--- config.mk ---
export PLATFORM = sky130hd
export DESIGN_NAME = srsu_shift_unit
export DESIGN_NICKNAME = d
export VERILOG_FILES = /design/src/verilog/srsu_shift_unit.v /design/src/verilog/srsu_arith_lane.v /design/src/verilog/srsu_logic_lane.v
export VERILOG_INCLUDE_DIRS = /design/src /design/src/pkg
export SDC_FILE = /design/constraint.sdc
export NUM_CORES = 1
export LEC_CHECK = 0
export ABC_CLOCK_PERIOD_IN_PS = 1300
export BUFFER_PORTS_ARGS = -buffer_cell sky130_fd_sc_hd__buf_2
export CAP_MARGIN = 30
export CORE_MARGIN = 2
export CORE_UTILIZATION = 35
export DETAILED_ROUTE_END_ITERATION = 10
export PLACE_DENSITY = 0.54
export SLEW_MARGIN = 25
export SYNTH_ARGS = -nofsm -noshare
export SYNTH_HDL_FRONTEND = slang
export SYNTH_SLANG_ARGS = --single-unit
--- constraint.sdc ---
create_clock -name core_clk_in -period 1.3 [get_ports core_clk_in]
set_clock_uncertainty 0.05 [all_clocks]
set_input_delay 0.26 -clock core_clk_in [delete_from_list [all_inputs] [get_ports core_clk_in]]
set_output_delay 0.26 -clock core_clk_in [all_outputs]
set_load 0.05 [all_outputs]
--- src/pkg/srsu_consts.vh ---
// Opcode fields, encodings and widths for the packed right-shift unit
`ifndef SRSU_CONSTS_VH
`define SRSU_CONSTS_VH

`define SRSU_MAJOR_HI 31
`define SRSU_MAJOR_LO 26
`define SRSU_EXT_MAJOR 6'h1f
`define SRSU_SEC_HI 10
`define SRSU_SEC_LO 6
`define SRSU_FUNC_HI 5
`define SRSU_FUNC_LO 0
`define SRSU_FUNC_WIDE 6'h17
`define SRSU_FUNC_NARROW 6'h13
`define SRSU_SEC_BYTE_IMM 5'h01
`define SRSU_SEC_HALF_IMM 5'h19
`define SRSU_SEC_ARITH_QH 5'h17
`define SRSU_SEC_ARITH_QH_RND 5'h1f
`define SRSU_SEC_ARITH_W_RND 5'h17
`define SRSU_IMM_BIT25 25
`define SRSU_BYTE_ZERO_HI 25
`define SRSU_BYTE_ZERO_LO 24
`define SRSU_BYTE_IMM_HI 23
`define SRSU_BYTE_IMM_LO 21
`define SRSU_HALF_IMM_HI 24
`define SRSU_HALF_IMM_LO 21

`define SRSU_OP_NONE 3'h0
`define SRSU_OP_AV_QH 3'h1
`define SRSU_OP_AV_QH_RND 3'h2
`define SRSU_OP_AV_W_RND 3'h3
`define SRSU_OP_LI_OB 3'h4
`define SRSU_OP_LI_QB 3'h5
`define SRSU_OP_LI_PH 3'h6
`define SRSU_OP_LI_QH 3'h7

`define SRSU_HALF_AMT_W 4
`define SRSU_WORD_AMT_W 5
`define SRSU_BYTE_AMT_W 3

`define SRSU_HALF_W 16
`define SRSU_WORD_W 32

`endif

--- src/verilog/srsu_shift_unit.v ---
// Execute-stage datapath for packed SIMD right shifts
`timescale 1ns/1ps
`include "srsu_consts.vh"
module srsu_shift_unit #(
  parameter DW = 64,
  parameter IW = 32
) (
  // Clock, reset, enable
  input wire core_clk_in,
  input wire reset_n_in,
  input wire clk_en_in,
  // Issue from decode
  input wire issue_valid_in,
  input wire [IW-1:0] instr_in,
  input wire ext_enable_in,
  // Operands from the general register file
  input wire [DW-1:0] source_register_in,
  input wire [DW-1:0] shift_amount_register_in,
  // Write-back
  output reg result_valid_out,
  output reg [DW-1:0] result_out,
  // Exceptions
  output reg reserved_instr_exc_out,
  output reg ext_disabled_exc_out
);

  ////////////////////////////////////////////////////////////////////////////
  // Decode

  // Maps instruction fields to an operation code; used for issue and hit
  function [2:0] srsu_decode;
    input [IW-1:0] ins;
    reg [5:0] major;
    reg [4:0] sec;
    reg [5:0] func;
    begin
      major = ins[`SRSU_MAJOR_HI:`SRSU_MAJOR_LO];
      sec = ins[`SRSU_SEC_HI:`SRSU_SEC_LO];
      func = ins[`SRSU_FUNC_HI:`SRSU_FUNC_LO];
      srsu_decode = `SRSU_OP_NONE;
      if (major == `SRSU_EXT_MAJOR) begin
        if (sec == `SRSU_SEC_BYTE_IMM &&
            ins[`SRSU_BYTE_ZERO_HI:`SRSU_BYTE_ZERO_LO] == 2'h0) begin
          if (func == `SRSU_FUNC_WIDE) begin
            srsu_decode = `SRSU_OP_LI_OB;
          end else if (func == `SRSU_FUNC_NARROW) begin
            srsu_decode = `SRSU_OP_LI_QB;
          end
        end else if (sec == `SRSU_SEC_HALF_IMM && !ins[`SRSU_IMM_BIT25]) begin
          if (func == `SRSU_FUNC_WIDE) begin
            srsu_decode = `SRSU_OP_LI_QH;
          end else if (func == `SRSU_FUNC_NARROW) begin
            srsu_decode = `SRSU_OP_LI_PH;
          end
        end else if (sec == `SRSU_SEC_ARITH_W_RND && func == `SRSU_FUNC_NARROW) begin
          srsu_decode = `SRSU_OP_AV_W_RND;
        end else if (sec == `SRSU_SEC_ARITH_QH && func == `SRSU_FUNC_WIDE) begin
          srsu_decode = `SRSU_OP_AV_QH;
        end else if (sec == `SRSU_SEC_ARITH_QH_RND && func == `SRSU_FUNC_WIDE) begin
          srsu_decode = `SRSU_OP_AV_QH_RND;
        end
      end
    end
  endfunction

  wire [2:0] op;
  assign op = srsu_decode(instr_in);

  // Only the extension major opcode is this unit's to reject
  wire ours;
  assign ours = (instr_in[`SRSU_MAJOR_HI:`SRSU_MAJOR_LO] == `SRSU_EXT_MAJOR);

  ////////////////////////////////////////////////////////////////////////////
  // Shift amounts

  wire [`SRSU_HALF_AMT_W-1:0] half_var_amt;
  wire [`SRSU_WORD_AMT_W-1:0] word_var_amt;
  wire [`SRSU_BYTE_AMT_W-1:0] byte_imm_amt;
  wire [`SRSU_HALF_AMT_W-1:0] half_imm_amt;
  assign half_var_amt = shift_amount_register_in[`SRSU_HALF_AMT_W-1:0];
  assign word_var_amt = shift_amount_register_in[`SRSU_WORD_AMT_W-1:0];
  assign byte_imm_amt = instr_in[`SRSU_BYTE_IMM_HI:`SRSU_BYTE_IMM_LO];
  assign half_imm_amt = instr_in[`SRSU_HALF_IMM_HI:`SRSU_HALF_IMM_LO];

  wire rnd_qh;
  assign rnd_qh = (op == `SRSU_OP_AV_QH_RND);

  ////////////////////////////////////////////////////////////////////////////
  // Lanes

  wire [DW-1:0] arith_qh;
  wire [DW-1:0] logic_h;
  wire [DW-1:0] logic_b;
  wire [31:0] arith_w;

  genvar g;
  generate
    // Four halfword lanes, arithmetic and logical
    for (g = 0; g < DW/16; g = g + 1) begin : g_half
      srsu_arith_lane #(.W(16), .SW(`SRSU_HALF_AMT_W)) u_arith (
        .value_in(source_register_in[16*g +: 16]),
        .amount_in(half_var_amt),
        .round_in(rnd_qh),
        .result_out(arith_qh[16*g +: 16])
      );
      srsu_logic_lane #(.W(16), .SW(`SRSU_HALF_AMT_W)) u_logic (
        .value_in(source_register_in[16*g +: 16]),
        .amount_in(half_imm_amt),
        .result_out(logic_h[16*g +: 16])
      );
    end
    // Eight byte lanes, zero-filling
    for (g = 0; g < DW/8; g = g + 1) begin : g_byte
      srsu_logic_lane #(.W(8), .SW(`SRSU_BYTE_AMT_W)) u_logic (
        .value_in(source_register_in[8*g +: 8]),
        .amount_in(byte_imm_amt),
        .result_out(logic_b[8*g +: 8])
      );
    end
  endgenerate

  // Word lane always rounds
  srsu_arith_lane #(.W(32), .SW(`SRSU_WORD_AMT_W)) u_word (
    .value_in(source_register_in[31:0]),
    .amount_in(word_var_amt),
    .round_in(1'b1),
    .result_out(arith_w)
  );

  ////////////////////////////////////////////////////////////////////////////
  // Operation classes
  // Every lane is computed each cycle; the classes below only pick results.
  // Trading area for timing: no shifter is shared between lane widths,
  // so the select is the only logic that grows with the variant count.

  // Forms that copy one sign bit over the upper word; read by every high slot
  function srsu_upper_fill;
    input [2:0] code;
    begin
      case (code)
        `SRSU_OP_AV_W_RND: srsu_upper_fill = 1'b1;
        `SRSU_OP_LI_QB: srsu_upper_fill = 1'b1;
        `SRSU_OP_LI_PH: srsu_upper_fill = 1'b1;
        default: srsu_upper_fill = 1'b0;
      endcase
    end
  endfunction

  // Quad-halfword arithmetic, plain or rounding
  wire cls_arith_qh;
  assign cls_arith_qh = (op == `SRSU_OP_AV_QH) || (op == `SRSU_OP_AV_QH_RND);

  // Rounding word form
  wire cls_word;
  assign cls_word = (op == `SRSU_OP_AV_W_RND);

  // Octal-byte logical form
  wire cls_octal_byte;
  assign cls_octal_byte = (op == `SRSU_OP_LI_OB);

  // Quad-byte logical form
  wire cls_quad_byte;
  assign cls_quad_byte = (op == `SRSU_OP_LI_QB);

  // Pair-halfword logical form
  wire cls_pair_half;
  assign cls_pair_half = (op == `SRSU_OP_LI_PH);

  // Quad-halfword logical form
  wire cls_quad_half;
  assign cls_quad_half = (op == `SRSU_OP_LI_QH);

  // Any form this unit executes
  wire cls_known;
  assign cls_known = (op != `SRSU_OP_NONE);

  // Sign bit copied upward; zero when the form fills nothing
  // Taken from the result, not the source, so a shifted-out sign is lost
  reg fill_bit;
  always @* begin
    fill_bit = 1'b0;
    if (cls_word) begin
      fill_bit = arith_w[`SRSU_WORD_W-1];
    end else if (cls_quad_byte) begin
      fill_bit = logic_b[`SRSU_WORD_W-1];
    end else if (cls_pair_half) begin
      fill_bit = logic_h[`SRSU_WORD_W-1];
    end
  end

  ////////////////////////////////////////////////////////////////////////////
  // Result slots
  // Built one halfword at a time so each slot's mux stays narrow;
  // the low and high words differ only in where their bits come from.
  // Unknown forms leave zeros; valid stays low for them anyway.

  wire [DW-1:0] next_result;

  genvar slot;
  generate
    for (slot = 0; slot < DW/`SRSU_HALF_W; slot = slot + 1) begin : g_slot
      if (slot < `SRSU_WORD_W/`SRSU_HALF_W) begin : g_low
        // Low word: every known form writes lane data here
        reg [`SRSU_HALF_W-1:0] next_slot;
        always @* begin
          next_slot = {`SRSU_HALF_W{1'b0}};
          if (cls_arith_qh) begin
            next_slot = arith_qh[`SRSU_HALF_W*slot +: `SRSU_HALF_W];
          end else if (cls_word) begin
            next_slot = arith_w[`SRSU_HALF_W*slot +: `SRSU_HALF_W];
          end else if (cls_octal_byte || cls_quad_byte) begin
            next_slot = logic_b[`SRSU_HALF_W*slot +: `SRSU_HALF_W];
          end else if (cls_pair_half || cls_quad_half) begin
            next_slot = logic_h[`SRSU_HALF_W*slot +: `SRSU_HALF_W];
          end
        end
        assign next_result[`SRSU_HALF_W*slot +: `SRSU_HALF_W] = next_slot;
      end else begin : g_high
        // High word: full-width forms keep lanes, narrow forms copy the sign
        reg [`SRSU_HALF_W-1:0] next_slot;
        always @* begin
          next_slot = {`SRSU_HALF_W{1'b0}};
          if (srsu_upper_fill(op)) begin
            next_slot = {`SRSU_HALF_W{fill_bit}};
          end else if (cls_arith_qh) begin
            next_slot = arith_qh[`SRSU_HALF_W*slot +: `SRSU_HALF_W];
          end else if (cls_octal_byte) begin
            next_slot = logic_b[`SRSU_HALF_W*slot +: `SRSU_HALF_W];
          end else if (cls_quad_half) begin
            next_slot = logic_h[`SRSU_HALF_W*slot +: `SRSU_HALF_W];
          end
        end
        assign next_result[`SRSU_HALF_W*slot +: `SRSU_HALF_W] = next_slot;
      end
    end
  endgenerate

  ////////////////////////////////////////////////////////////////////////////
  // Issue qualification
  // Foreign major opcodes pass silently: another unit owns them.
  // Operand data never enters these terms, so no value can fault.

  // An issue belongs here only under the extension major opcode
  wire issue_ours;
  assign issue_ours = issue_valid_in && ours;

  // Exactly one of the three flags per owned issue
  reg next_valid;
  reg next_rsv_exc;
  reg next_dis_exc;
  always @* begin
    next_valid = 1'b0;
    next_rsv_exc = 1'b0;
    next_dis_exc = 1'b0;
    if (issue_ours) begin
      if (!ext_enable_in) begin
        next_dis_exc = 1'b1;
      end else if (cls_known) begin
        next_valid = 1'b1;
      end else begin
        next_rsv_exc = 1'b1;
      end
    end
  end

  ////////////////////////////////////////////////////////////////////////////
  // Execute register
  // All four outputs share one enable; a low enable freezes them together.
  // Each sits in its own process so one output's reset cannot mask another.

  // Write-back valid, one pulse per accepted issue
  always @(posedge core_clk_in or negedge reset_n_in) begin
    if (!reset_n_in) begin
      result_valid_out <= 1'b0;
    end else if (clk_en_in) begin
      result_valid_out <= next_valid;
    end
  end

  // Result loads every enabled edge; readers qualify it with valid
  always @(posedge core_clk_in or negedge reset_n_in) begin
    if (!reset_n_in) begin
      result_out <= {DW{1'b0}};
    end else if (clk_en_in) begin
      result_out <= next_result;
    end
  end

  // Reserved-instruction flag, opcode-driven only
  always @(posedge core_clk_in or negedge reset_n_in) begin
    if (!reset_n_in) begin
      reserved_instr_exc_out <= 1'b0;
    end else if (clk_en_in) begin
      reserved_instr_exc_out <= next_rsv_exc;
    end
  end

  // Extension-disabled flag, wins over decode
  always @(posedge core_clk_in or negedge reset_n_in) begin
    if (!reset_n_in) begin
      ext_disabled_exc_out <= 1'b0;
    end else if (clk_en_in) begin
      ext_disabled_exc_out <= next_dis_exc;
    end
  end

endmodule

--- src/verilog/srsu_arith_lane.v ---
// One arithmetic right-shift lane with optional rounding
`timescale 1ns/1ps
module srsu_arith_lane #(
  parameter W = 16,
  parameter SW = 4
) (
  // Operand
  input wire [W-1:0] value_in,
  input wire [SW-1:0] amount_in,
  input wire round_in,
  // Result
  output wire [W-1:0] result_out
);
  // Shift one less, keeping the first discarded bit in the LSB
  wire [W:0] ext;
  wire [W:0] pre;
  wire [W:0] sum;
  assign ext = {value_in, 1'b0};
  assign pre = $signed(ext) >>> amount_in;
  // Adding one at the discarded position; drop the guard bit
  assign sum = pre + {{W{1'b0}}, (round_in && (amount_in != {SW{1'b0}}))};
  assign result_out = sum[W:1];
endmodule

--- src/verilog/srsu_logic_lane.v ---
// One logical (zero-fill) right-shift lane
`timescale 1ns/1ps
module srsu_logic_lane #(
  parameter W = 8,
  parameter SW = 3
) (
  // Operand
  input wire [W-1:0] value_in,
  input wire [SW-1:0] amount_in,
  // Result
  output wire [W-1:0] result_out
);
  // Amount zero passes the lane unchanged by construction
  assign result_out = value_in >> amount_in;
endmodule

==> run summary <==
The flow ran to the end, but the final reports show violations. The checks that failed: negative setup slack. The first global-routing pass estimated 106700 um of wire. The path depth of the worst reg2reg path came out at 4.

The run gives 1677 um2 as the area taken by flip-flops and latches. The tools report the max-slew violation total from the final report as 0. CTS built an H-tree with a depth of 3. The finished layout holds 2912 standard cells, fillers aside. Once layout is done, the placed cells without fillers occupy 22190 um2. The run gives 60.33% as the final core area utilization. The required time reported for the critical path endpoint is 1.53 ns. The top cell type's share of synthesized area was 12.76%. The largest incremental delay on the critical path is 0.35 ns. The multi-input combinational cells in the finished layout cover a total of 12210 um2.

The critical path class is in2reg. The routability congestion estimate was 0.9789; the signed area change from the synthesized netlist to the final layout was 68.90%. The logs give 0 for the initial antenna violation count and 70 for the row count. The average via count per standard cell works out to 6.085.

The category of the worst setup path launch point is an input port. After layout, the design draws a total of 13.29 mW. The first routing iteration left 1413 violations. Net switching is 42.11% of the power. Via count of the first global-routing pass: 17790. After Yosys synthesis, and, or, nand and nor cells account for 20.20% of the synthesized area.

Global routing used 61.98% of the available met2 tracks. The run gives 9 as the number of CTS-inserted buffers. The number of input and output port buffers inserted is 162.

The internal portion of the total power is 7.692 mW. Of the total synthesized cell area, the portion taken by XOR and XNOR cells is 4.866%. For the fraction of the yosys area taken by sequential cells, the log shows 12.76%. The number of DRC violations after detailed routing was 0.

The worst setup path endpoint was result_out[59]. The die covers 39110 um2. The final total negative setup slack was -109.02 ns.

The pre-antenna-repair detailed-routing pass consisted of 6 iterations. Clock-pin slew was measured on the worst setup and hold paths at 0.06 ns. The run gives 35.96% as the combined global-route utilization of all metal layers. For the final worst slack, the log shows -1.833 ns.

Family of cells with the greatest summed delay on the critical path: simple AND/OR/NAND/NOR gates. Hold timing on the final database bottoms out at a slack of 0.1541 ns. The final count of negative-setup-slack endpoints was 66.

In this run, synthesis produced a sequential element count of 67. The transition time of the tightest slew-check pin works out to 0.9504 ns. Of the available clock period, the critical path in the final layout requires 241.0%.

In this run the critical register-to-register path is launched from result_out[19]. The clock drives 67 sinks. The cell seen most often among critical-path stages is buf_6. Latest clock arrival within the worst-skew pair: 0.33 ns. The number of antenna diodes in the final layout is 0.

After global routing, the most crowded layer is met2. Kind of end point of the critical path: a flop. The number of failing hold endpoints at the final stage is 0, and the share of synthesized flip-flops with an asynchronous set or reset is 100.0%. The worst pin sits at a relative slew slack of 36.15%.

TritonCTS built the clock tree. After synthesis, the largest family of logic cells by area is compound AO/OA/AOI/OAI gates. Setup repair after global routing could not meet its margin everywhere. OpenSTA, run right after detailed placement, puts the worst setup slack at -2.494 ns. Counting every net in the synthesized netlist gives 1863. In this run, flip-flops and latches consume 17.3% of the power.

Number of filler instances in the final layout: 3331. The multiplexer share of the synthesized area was 26.37%; the maximum VDD drop was 0.0006399 V. Summing the areas of all fa, ha and maj instances in the mapped netlist gives 0.4761% of the synthesized area.

The final layout contains 2609 nets. In this run the power spent charging and discharging nets is 5.596 mW. The wire-length estimate of the detail-placed layout is 55910 um. The commonest cells after synthesis are 177 x nor2_1, 150 x nand2_1, 141 x a21oi_1.

The sum of overflow across all layers after global routing is 0, and the fraction of met1 tracks used by global routing is 43.24%. Across the run, the number of max-cap violations was 0. The run gives 3.270% as the met3 usage in global routing. The endpoint identified for the worst register-to-register timing path is result_out[19].

Timing would allow up to 319.1 MHz. The logic depth of the worst setup path including buffers was 17. The class of the worst hold path was in2reg.

The die width came out at 197.8 um. For this run, the leading register cell type out of synthesis is dfrtp_1. Of all nets on the critical path, the largest fanout is 4.

For the count of mapped cells out of synthesis, the log shows 1693. The critical path contains buffers and inverters numbering 3 combined. The clock network burns 18.7% of the power.

The leading area contributor after synthesis was dfrtp_1. The startpoint of the worst setup timing path is instr_in[3]. The placed instance count is 2798. The routed layout has 17720 vias. For the largest net degree at the start of global routing, the log shows 53. In the final layout, the share of cells above drive strength 1 is 53.27%.

For the worst setup path, the data arrival time is 3.36 ns. The count of different cell masters after synthesis was 100. The synthesized design contains 0 enable-type register cells. The run gives 232 as the I/O pin count. The initial utilization of the core area, before any placement, comes to 35.72%. In the final routed layout, each cell accounts on average for 24.94 um. The final antenna-violating net count was 0. The average cell area after synthesis was 7.761 um2. In this run the deepest clock path goes through 2 buffers. Summed over all cells, the static leakage comes to 9.873 nW. The flop-to-flop setup slack is 0.17 ns, and the yosys synthesis warning count is 0. The critical path goes through buf_6 -> and4bb_2 -> nand4bb_1 -> a2111oi_4 -> buf_4 -> nand3_2 -> or2_4 -> nor2_4 -> ha_4 -> nor3b_4 -> nand4_1 -> nor2_2 -> buf_6 -> nand2_4 -> xnor2_2 -> o41ai_2 -> o22a_1.

The core region is 36790 um2. CTS placed an instance of clkbuf_16 at the clock tree root. The share of total power dissipated in combinational logic is 64.1%. Power spread over the standard cell area amounts to 598.7 nW/um2. The slowest stage of the critical path belongs to the cell a2111oi_4. For the wire length reported by the detailed router, the log shows 72630 um. From bottom edge to top edge, the die measures 197.8 um. Ranked by total cell area, the synthesized netlist is headed by dfrtp_1 13%, mux4_2 10%, mux2i_1 9.4%. The synthesized netlist devotes 28.50% of its cell area to compound gates.

For the cell area after placement, the log shows 19040 um2. The cell area that synthesis handed to floorplanning was 13140 um2. Post-layout minimum cycle time: 3.133 ns.

Yosys instantiated no cell more often than nor2_1.
[cells by family (layout without fill, tap and decap cells)]
group	Yosys count	after routing
simple gates	550	551
compound gates	548	548
mux	260	260
buf+inv	190	940
xor+xnor	73	73
flops	67	67
fa+ha+maj	5	5
[state kept, by name, summed over array words and instances (netlist names)]
| name | cells |
|---|---|
| result_out | 64 |
| reserved_instr_exc_out | 1 |
| result_valid_out | 1 |
| ext_disabled_exc_out | 1 |
[area by class of cell]
class	instances	area share, %
clock inverter	5	0.2368
multi-input combinational	1437	55.01
clock buffer	11	1.094
inverter	23	0.4510
timing repair buffer	901	33.01
sequential	67	7.554
tap	468	2.638
[repair_timing]
action                                 in CTS  in global routing
setup buffers                              64                 54
hold buffers                                1                  0
pin swaps                                  99                111
cloned                                      7                  5
setup endpoints to repair                  80                 91
endpoints found under the hold margin       9                  0
gates resized for setup                   264                180
[worst min path at each step]
stage,startpoint,end,slack [ns],cells after the start
2_1_floorplan,reset_n_in,ext_disabled_exc_out,-0.09,0
3_3_place_gp,reset_n_in,result_out[42],0.11,1
6_report,issue_valid_in,ext_disabled_exc_out,0.15,2
3_5_place_dp,reset_n_in,result_out[42],0.11,1
5_1_grt,issue_valid_in,ext_disabled_exc_out,0.16,2
4_1_cts,issue_valid_in,ext_disabled_exc_out,0.15,2
[power groups by stage]
stage / clock network (mW) / logic, mW / registers, mW
floorplan: 0 / 3.38 / 2.75
global placement: 0 / 7.28 / 2.33
detailed placement: 0 / 7.32 / 2.33
CTS: 2.50 / 7.98 / 2.29
global route: 2.63 / 8.93 / 2.31
finish: 2.48 / 8.51 / 2.29
[per-layer routing]
| layer | share of wire (%) | routed length [um] |
|---|---|---|
| met5 | 0 | 0 |
| met4 | 7.7 | 5597 |
| met3 | 5.3 | 3836 |
| met2 | 48 | 35020 |
| met1 | 39 | 28180 |
[layout by cell type (no fill, tap or decap), types with 20 or more instances in the layout]
| cell type | instances |
|---|---|
| o22a_1 | 39 |
| nor3_1 | 30 |
| a21oi_2 | 20 |
| mux2i_1 | 115 |
| a21oi_1 | 119 |
| nand3_1 | 34 |
| a211oi_1 | 27 |
| mux2_2 | 65 |
| clkbuf_4 | 23 |
| o21ai_0 | 76 |
| o22ai_1 | 23 |
| nand2_1 | 140 |
| xor2_1 | 23 |
| dfrtp_1 | 67 |
| buf_6 | 68 |
| o211ai_1 | 22 |
| mux4_2 | 61 |
| nor2_1 | 156 |
| buf_4 | 651 |
| xnor2_1 | 28 |
| buf_2 | 114 |
Power figures use the tool's default switching activity.
